[config.mk]
export PLATFORM = sky130hd
export DESIGN_NAME = spt_timer
export DESIGN_NICKNAME = d
export VERILOG_FILES = /design/src/hw/spt_pkg.sv /design/src/hw/spt_timer.sv
export VERILOG_INCLUDE_DIRS = /design/src /design/src/hw
export SDC_FILE = /design/constraint.sdc
export NUM_CORES = 1
export LEC_CHECK = 0
export ABC_AREA = 1
export BUFFER_PORTS_ARGS = -buffer_cell sky130_fd_sc_hd__buf_2
export CAP_MARGIN = 15
export CORE_MARGIN = 4
export CORE_UTILIZATION = 35
export CTS_CLUSTER_DIAMETER = 60
export DETAILED_ROUTE_END_ITERATION = 10
export SYNTH_ARGS = -nofsm -noshare
export SYNTH_HDL_FRONTEND = slang
export SYNTH_SLANG_ARGS = --single-unit
[constraint.sdc]
create_clock -name REF_CLK -period 3.5 [get_ports REF_CLK]
set_input_delay 0.175 -clock REF_CLK [delete_from_list [all_inputs] [get_ports REF_CLK]]
set_output_delay 0.175 -clock REF_CLK [all_outputs]
set_load 0.02 [all_outputs]
[src/hw/spt_defines.svh]
/*
 Register offsets, field positions, reset values and timing counts of the
 session protocol timer. Assumes a 125 MHz core clock and a byte-addressed
 16-bit register port.
*/
`ifndef SPT_DEFINES_SVH
`define SPT_DEFINES_SVH

// ==========================================================
// Register offsets
`define SPT_ADDR_W 8
`define SPT_DATA_W 16
`define SPT_OFF_FALL_EN_SET 8'hF0
`define SPT_OFF_FALL_EN_CLR 8'hF2
`define SPT_OFF_RISE_EN_SET 8'hF4
`define SPT_OFF_RISE_EN_CLR 8'hF6
`define SPT_OFF_TMR_LO_SET 8'hF8
`define SPT_OFF_TMR_LO_CLR 8'hFA
`define SPT_OFF_TMR_HI_SET 8'hFC
`define SPT_OFF_TMR_HI_CLR 8'hFE
`define SPT_OFF_IRQ_STAT 8'hE4
`define SPT_OFF_IRQ_MASK 8'hE6

// ==========================================================
// Field positions
`define SPT_BIT_RUN_HI 15
`define SPT_BIT_TMO_EN 9
`define SPT_LOAD_W 24
`define SPT_LOAD_HI_W 8
`define SPT_IRQ_W 2
`define SPT_IRQ_RISE 0
`define SPT_IRQ_FALL 1

// ==========================================================
// Reset values
`define SPT_RST_LOAD 24'h000000
`define SPT_RST_IRQ 2'h0

// ==========================================================
// Timing
`define SPT_CLK_PERIOD_PS 8000
`define SPT_TICK_PS 10000000
`define SPT_TICK_CYC (`SPT_TICK_PS / `SPT_CLK_PERIOD_PS)
`define SPT_PRE_W 11

`endif

[src/hw/spt_pkg.sv]
/*
 Types of the session protocol timer: control states and the register
 port request carrier. Assumes spt_defines.svh for the widths.
*/
`include "spt_defines.svh"

package spt_pkg;

   // ==========================================================
   // Timer states, Gray coded along idle, count, expired
   typedef enum logic [1:0] {
      SPT_IDLE = 2'b00,
      SPT_COUNT = 2'b01,
      SPT_EXPIRED = 2'b11
   } spt_state_t;

   // ==========================================================
   // Register port request
   typedef struct packed {
      logic [`SPT_ADDR_W-1:0] addr;
      logic [`SPT_DATA_W-1:0] wdata;
      logic wr;
      logic rd;
   } spt_req_t;

endpackage : spt_pkg

[src/hw/spt_timer.sv]
/*
 Session protocol timer: 24-bit one-shot timer with split set/clear
 register halves, timeout edge interrupt enables and an interrupt
 status/mask pair.
 Assumes one 125 MHz clock, a synchronous reset and a register master
 on the same clock that never issues read and write at once, that
 takes read data in the single cycle after its read strobe, and that
 programs the start value before it writes the run bit.
*/
// The strobed register port was decided locally.
// Operation
// Timer state is 32 bits, reached as separate 16-bit low and high halves.
// Low half answers at set address F8h and clear address FAh.
// High half answers at set address FCh and clear address FEh.
// Run bit 31 going to one loads the 24-bit start value and counts.
// Software clearing the run bit halts the timer.
// Hardware clears the run bit itself on timeout.
// Bits 23 to 0 hold the start value, programmed before starting.
// One start value unit equals one 0.01 ms tick.
// Timeout rise or fall interrupts only when bit 9 enable is set.
// Tick from core clock, count down per tick, timeout level at zero.
`timescale 1ns/1ps
`include "spt_defines.svh"
`default_nettype none

module spt_timer
   import spt_pkg::*;
(
   // Clock and reset
   input wire logic REF_CLK,
   input wire logic RESET,
   // Register port
   input wire logic [`SPT_ADDR_W-1:0] ADDR,
   input wire logic [`SPT_DATA_W-1:0] WDATA,
   input wire logic WR,
   input wire logic RD,
   output logic [`SPT_DATA_W-1:0] RDATA,
   // Status
   output logic TIMEOUT,
   output logic IRQ
);

   // ==========================================================
   // Request carrier
   spt_req_t req;

   assign req.addr = ADDR;
   assign req.wdata = WDATA;
   assign req.wr = WR;
   assign req.rd = RD;

   // ==========================================================
   // Address decode
   logic wr_lo_set;
   logic wr_lo_clr;
   logic wr_hi_set;
   logic wr_hi_clr;
   logic wr_fen_set;
   logic wr_fen_clr;
   logic wr_ren_set;
   logic wr_ren_clr;
   logic wr_stat;
   logic wr_mask;

   // Exact decode, so odd and unlisted addresses fall through unmapped
   assign wr_lo_set = req.wr && (req.addr == `SPT_OFF_TMR_LO_SET);
   assign wr_lo_clr = req.wr && (req.addr == `SPT_OFF_TMR_LO_CLR);
   assign wr_hi_set = req.wr && (req.addr == `SPT_OFF_TMR_HI_SET);
   assign wr_hi_clr = req.wr && (req.addr == `SPT_OFF_TMR_HI_CLR);
   assign wr_fen_set = req.wr && (req.addr == `SPT_OFF_FALL_EN_SET);
   assign wr_fen_clr = req.wr && (req.addr == `SPT_OFF_FALL_EN_CLR);
   assign wr_ren_set = req.wr && (req.addr == `SPT_OFF_RISE_EN_SET);
   assign wr_ren_clr = req.wr && (req.addr == `SPT_OFF_RISE_EN_CLR);
   assign wr_stat = req.wr && (req.addr == `SPT_OFF_IRQ_STAT);
   assign wr_mask = req.wr && (req.addr == `SPT_OFF_IRQ_MASK);

   // ==========================================================
   // Start value, bits 23 to 0
   logic [`SPT_LOAD_W-1:0] load_r;
   logic [`SPT_LOAD_W-1:0] load_nxt;

   always_comb begin
      load_nxt = load_r;
      if (wr_lo_set) begin
         load_nxt[15:0] = load_r[15:0] | req.wdata;
      end
      if (wr_lo_clr) begin
         load_nxt[15:0] = load_r[15:0] & ~req.wdata;
      end
      if (wr_hi_set) begin
         load_nxt[23:16] = load_r[23:16] | req.wdata[`SPT_LOAD_HI_W-1:0];
      end
      if (wr_hi_clr) begin
         load_nxt[23:16] = load_r[23:16] & ~req.wdata[`SPT_LOAD_HI_W-1:0];
      end
   end

   always_ff @(posedge REF_CLK) begin
      if (RESET) begin
         load_r <= `SPT_RST_LOAD;
      end else begin
         load_r <= load_nxt;
      end
   end

   // ==========================================================
   // Run control requests
   logic run_set_req;
   logic run_clr_req;

   assign run_set_req = wr_hi_set && req.wdata[`SPT_BIT_RUN_HI];
   assign run_clr_req = wr_hi_clr && req.wdata[`SPT_BIT_RUN_HI];

   // ==========================================================
   // Tick prescaler, 0.01 ms from the core clock
   logic [`SPT_PRE_W-1:0] pre_r;
   logic tick;
   logic start;

   // Cleared on start, so the first tick is a full 0.01 ms
   assign tick = (pre_r == `SPT_PRE_W'(`SPT_TICK_CYC - 1));

   always_ff @(posedge REF_CLK) begin
      if (RESET) begin
         pre_r <= '0;
      end else if (start || tick) begin
         pre_r <= '0;
      end else begin
         pre_r <= pre_r + `SPT_PRE_W'(1);
      end
   end

   // ==========================================================
   // Control state machine
   spt_state_t state_r;
   spt_state_t state_nxt;
   logic [`SPT_LOAD_W-1:0] cnt_r;
   logic expire;
   logic cnt_last;
   logic run;

   assign run = (state_r == SPT_COUNT);
   // Restart allowed in the expiry cycle; any other set while counting is ignored
   assign start = run_set_req && (!run || expire);
   // Start value zero expires at the first tick, like value one
   assign cnt_last = (cnt_r <= `SPT_LOAD_W'(1));
   assign expire = run && tick && cnt_last;

   always_comb begin
      state_nxt = state_r;
      unique case (state_r)
         SPT_IDLE: begin
            if (start) begin
               state_nxt = SPT_COUNT;
            end
         end
         SPT_COUNT: begin
            if (start) begin
               state_nxt = SPT_COUNT;
            end else if (run_clr_req) begin
               state_nxt = SPT_IDLE;
            end else if (expire) begin
               state_nxt = SPT_EXPIRED;
            end
         end
         SPT_EXPIRED: begin
            if (start) begin
               state_nxt = SPT_COUNT;
            end
         end
         default: begin
            state_nxt = SPT_IDLE;
         end
      endcase
   end

   always_ff @(posedge REF_CLK) begin
      if (RESET) begin
         state_r <= SPT_IDLE;
      end else begin
         state_r <= state_nxt;
      end
   end

   // ==========================================================
   // Down counter
   // A stop freezes the count; only a new start reloads it
   always_ff @(posedge REF_CLK) begin
      if (RESET) begin
         cnt_r <= `SPT_RST_LOAD;
      end else if (start) begin
         // Bits 23 to 16 carried by the start write itself are taken with the start
         cnt_r <= load_nxt;
      end else if (run && tick && (cnt_r != '0)) begin
         cnt_r <= cnt_r - `SPT_LOAD_W'(1);
      end
   end

   // ==========================================================
   // Timeout edges and edge enables
   logic timeout_lvl;
   logic tmo_rise;
   logic tmo_fall;
   logic rise_en_r;
   logic fall_en_r;
   logic timeout_rise_irq_enable;
   logic timeout_fall_irq_enable;

   assign timeout_lvl = (state_r == SPT_EXPIRED);
   assign tmo_rise = (state_r != SPT_EXPIRED) && (state_nxt == SPT_EXPIRED);
   assign tmo_fall = (state_r == SPT_EXPIRED) && (state_nxt != SPT_EXPIRED);
   assign timeout_rise_irq_enable = rise_en_r;
   assign timeout_fall_irq_enable = fall_en_r;

   // Set and clear never share a cycle, the port has one strobe per cycle
   always_ff @(posedge REF_CLK) begin
      if (RESET) begin
         rise_en_r <= 1'b0;
      end else if (wr_ren_set && req.wdata[`SPT_BIT_TMO_EN]) begin
         rise_en_r <= 1'b1;
      end else if (wr_ren_clr && req.wdata[`SPT_BIT_TMO_EN]) begin
         rise_en_r <= 1'b0;
      end
   end

   always_ff @(posedge REF_CLK) begin
      if (RESET) begin
         fall_en_r <= 1'b0;
      end else if (wr_fen_set && req.wdata[`SPT_BIT_TMO_EN]) begin
         fall_en_r <= 1'b1;
      end else if (wr_fen_clr && req.wdata[`SPT_BIT_TMO_EN]) begin
         fall_en_r <= 1'b0;
      end
   end

   // ==========================================================
   // Interrupt status and mask
   logic [`SPT_IRQ_W-1:0] ev;
   logic [`SPT_IRQ_W-1:0] stat_r;
   logic [`SPT_IRQ_W-1:0] mask_r;

   assign ev[`SPT_IRQ_RISE] = tmo_rise && timeout_rise_irq_enable;
   assign ev[`SPT_IRQ_FALL] = tmo_fall && timeout_fall_irq_enable;

   genvar gi;
   generate
      for (gi = 0; gi < `SPT_IRQ_W; gi = gi + 1) begin : g_stat
         always_ff @(posedge REF_CLK) begin
            if (RESET) begin
               stat_r[gi] <= 1'b0;
            end else if (ev[gi]) begin
               // Set beats a simultaneous write-one-to-clear
               stat_r[gi] <= 1'b1;
            end else if (wr_stat && req.wdata[gi]) begin
               stat_r[gi] <= 1'b0;
            end
         end
      end
   endgenerate

   always_ff @(posedge REF_CLK) begin
      if (RESET) begin
         mask_r <= `SPT_RST_IRQ;
      end else if (wr_mask) begin
         mask_r <= req.wdata[`SPT_IRQ_W-1:0];
      end
   end

   // Level output: stays high until software clears the status bit or its mask bit
   always_ff @(posedge REF_CLK) begin
      if (RESET) begin
         IRQ <= 1'b0;
      end else begin
         IRQ <= |(stat_r & mask_r);
      end
   end

   always_ff @(posedge REF_CLK) begin
      if (RESET) begin
         TIMEOUT <= 1'b0;
      end else begin
         TIMEOUT <= timeout_lvl;
      end
   end

   // ==========================================================
   // Full 32-bit timer register, high half is bits 31 to 16
   logic timer_run_bit;
   logic [`SPT_LOAD_W-1:0] timer_load_value_alt;
   logic [31:0] session_timer_reg;
   logic [`SPT_DATA_W-1:0] timer_lo_half;
   logic [`SPT_DATA_W-1:0] timer_hi_half;

   assign timer_run_bit = run;
   assign timer_load_value_alt = load_r;
   // Reserved bits 30 to 24 are held at zero, never stored
   assign session_timer_reg = {timer_run_bit, 7'h00, timer_load_value_alt};
   assign timer_lo_half = session_timer_reg[15:0];
   assign timer_hi_half = session_timer_reg[31:16];

   // ==========================================================
   // Read back, one cycle after the strobe
   logic [`SPT_DATA_W-1:0] rd_mux;

   always_comb begin
      rd_mux = '0;
      unique case (req.addr)
         `SPT_OFF_TMR_LO_SET, `SPT_OFF_TMR_LO_CLR: begin
            rd_mux = timer_lo_half;
         end
         `SPT_OFF_TMR_HI_SET, `SPT_OFF_TMR_HI_CLR: begin
            rd_mux = timer_hi_half;
         end
         `SPT_OFF_RISE_EN_SET, `SPT_OFF_RISE_EN_CLR: begin
            rd_mux[`SPT_BIT_TMO_EN] = timeout_rise_irq_enable;
         end
         `SPT_OFF_FALL_EN_SET, `SPT_OFF_FALL_EN_CLR: begin
            rd_mux[`SPT_BIT_TMO_EN] = timeout_fall_irq_enable;
         end
         `SPT_OFF_IRQ_STAT: begin
            rd_mux[`SPT_IRQ_W-1:0] = stat_r;
         end
         `SPT_OFF_IRQ_MASK: begin
            rd_mux[`SPT_IRQ_W-1:0] = mask_r;
         end
         default: begin
            rd_mux = '0;
         end
      endcase
   end

   always_ff @(posedge REF_CLK) begin
      if (RESET) begin
         RDATA <= '0;
      end else if (req.rd) begin
         RDATA <= rd_mux;
      end else begin
         // Data only valid in the cycle after the strobe
         RDATA <= '0;
      end
   end

endmodule : spt_timer

`default_nettype wire

==> results.txt <==
Seq. cell area = 1700 sq um
Critical path's largest stage delay = 0.42 ns
Rel. slew slack = 0.337
VDD IR-drop max = 0.000220 V
Clock Path Buffers = 2
Leading post-synthesis cells by cell area = dfxtp_1 40%, nor2_1 9.6%, nand2_1 9.5%
Routability Congestion = 0.890
Core ar. = 12,000 sq um
Drt initial violations = 357
First-pass GRT wire length = 18,700 um
Worst setup path category = flip-flop to flip-flop
Worst Hold Class = input port to flip-flop
Syn Inst Count = 591
Final Hold Slack = 0.0430 ns
Clk pin slew, worst setup/hold paths = 0.07 ns
Ys Warns = 0
Post-Syn Nets = 627
Postcts setup bufs = 0
Routed len/inst = 14.1 um
Register area share after synthesis = 0.395
R2R setup slack = 1.24 ns
Layout Utilization = 0.415
Vias per inst = 5.08
Final setup viols = 0
Crit path DAT = 2.51 ns
Share of cells above drive strength 1 = 0.165
Netlist cell types = 42
Most frequent cell after synthesis = nor2_1
Minimum clock period = 2.26 ns
Worst path top cell family by delay = simple AND/OR/NAND/NOR gates
# IOs = 46
Clock Tree Root = clkbuf_16
Slew @ Worst Pin = 0.991 ns
P_leak = 2.24 nW
Area growth, synth to finish = 15.7%
GRT met1 Usage = 0.204
Mapped cell area = 4310 sq um
Critical path peak fanout = 19
Cell taking the most area after synthesis = dfxtp_1
FF-to-FF Start = cnt_r[0]$_SDFFE_PP0P_
Die X-Extent = 119 um
H-Tree Level Count = 3
Top cell type's share of synthesized area = 0.395
Filler cell count = 1,224
Initial Util = 0.359
Crit path launch = cnt_r[0]$_SDFFE_PP0P_
Post-CTS sizing = 0
Cells along the critical path = inv_1 > ha_1 > o21ai_1 > nor2_1 > nand3_2 > o21bai_4 > nand2_4 > nand2_4 > inv_2 > nand2_1 > nor4_1
GRT met2 Usage = 0.265
Layout Nets = 673
Final Max Slew Viols = 0
Critical path required time = 3.75 ns
Yosys reg bits = 85
Syn Area/Cell = 7.29 sq um
Worst hold path startpoint = WDATA[11]
Total negative slack = 0 ns
Drt pass-1 iters = 6
Hold bufs inserted after CTS = 0
CTS Buf Count = 9
Period utilization = 0.647
Overflow after GRT = 0
Fin. Hold Viols = 0
CTS tree = done
Max-cap violations = 0
DRC viols = 0
Async SR Flop Fraction = 0
RSZ-0062 raised after global routing = no
Critical path buffers and inverters = 2
Die Height = 119 um
Clk_lat worst skew = 0.34 ns
Pin count of the biggest net entering global routing = 39
Antenna violations before repair = 0
Die area = 14,100 sq um
Max Freq = 0.442 GHz
Sink Count = 85
Final Total Pwr = 2.10 mW
Worst clock skew = 0.00785 ns
EDFF count, synth = 0
Top cells by count, synth = 110 x nor2_1, 109 x nand2_1, 85 x dfxtp_1
Slowest CP cell = dfxtp_1
Pwr/cell area = 422 nW/um^2
CP most frequent cell = nand2_4
CP Capture Type = flip-flop
Global Route Usage Sum = 0.162
Number of global-route vias before repair = 3,880
Placed cells = 773
Multi-input gate area = 2280 sq um
Ant. Diodes = 0
DRT Wirelength = 11,200 um
Final ANT Viol Nets = 0
Met3 GRT Util = 0.0423
Startpoint types = flip-flop
Top_reg_cell synth = dfxtp_1
Most Crowded Layer GR = met2
Status = complete, no violations
# rows = 40
Vias = 4,009
Post-Layout Cell Count = 789
Detailed Place HPWL = 8250 um
PortBufs = 45
-- final cells by class --
class / count / share of cell area
repair buffers: 48 / 0.0497
inverters: 67 / 0.0505
flip-flops and latches: 85 / 0.341
clock inverters: 7 / 0.0196
multi-input cells: 426 / 0.457
clock buffers: 9 / 0.0452
well taps: 147 / 0.0369
-- state kept, by name (all words and copies together), names as in the netlist --
| name | flops |
|---|---|
| mask_r | 2 |
| pre_r | 11 |
| load_r | 24 |
| fall_en_r | 1 |
| rise_en_r | 1 |
| cnt_r | 24 |
| TIMEOUT | 1 |
| stat_r | 2 |
| IRQ | 1 |
| RDATA | 16 |
| state_r | 2 |
-- power breakdown --
part	leakage, nW	switching [mW]	total (mW)	internal (mW)
Combinational	1.40	0.0596	0.0843	0.0247
Sequential	0.685	0.00301	0.973	0.970
Clock	0.158	0.414	1.04	0.630
-- per-stage QoR --
stage / setup WS (ns) / cell area (sq um)
after floorplan: 1.78 / 4310
after global placement: 1.38 / 4660
after detailed placement: 1.24 / 4660
after CTS: 1.24 / 4980
after global routing: 1.03 / 4980
final: 1.24 / 4980
-- per-layer routing --
layer / part of all wire / vias up
met5: 0 / -
met4: 0.028 / 0
met3: 0.046 / 20
met2: 0.46 / 105
met1: 0.46 / 1864
li1: - / 2020
-- logic make-up (layout without fill, tap and decap cells) --
kind of cell             after synthesis  in the layout  share of synthesized area
buffers and inverters                 80            131                     0.0764
adder cells (fa/ha/maj)                8              8                     0.0232
XOR/XNOR                              19             19                     0.0386
AND/OR/NAND/NOR                      315            315                      0.340
flip-flops                            85             85                      0.395
AO/OA/AOI/OAI                         84             84                      0.127
-- cell usage in the layout (no fill, tap or decap), types with 8 or more instances in the layout --
cell type / instances
nand3_1: 38
nand2_1: 109
dfxtp_1: 85
nor3_1: 13
xor2_1: 14
o21ai_0: 11
a21oi_1: 24
ha_1: 8
buf_2: 45
o21ai_1: 12
inv_1: 60
o22ai_1: 17
nor2_1: 110
nand4_1: 9
clkbuf_16: 9
-- path summary, 6_finish.rpt --
| path | endpoint | depth (start not counted) |
|---|---|---|
| max | pre_r[4]$_SDFF_PP0_ | 11 |
| min | load_r[11]$_SDFF_PP0_ | 2 |
| max reg2reg | pre_r[4]$_SDFF_PP0_ | 11 |
| min reg2reg | RDATA[14]$_SDFF_PP0_ | 2 |
No activity file was read; power rests on OpenSTA's default activity.
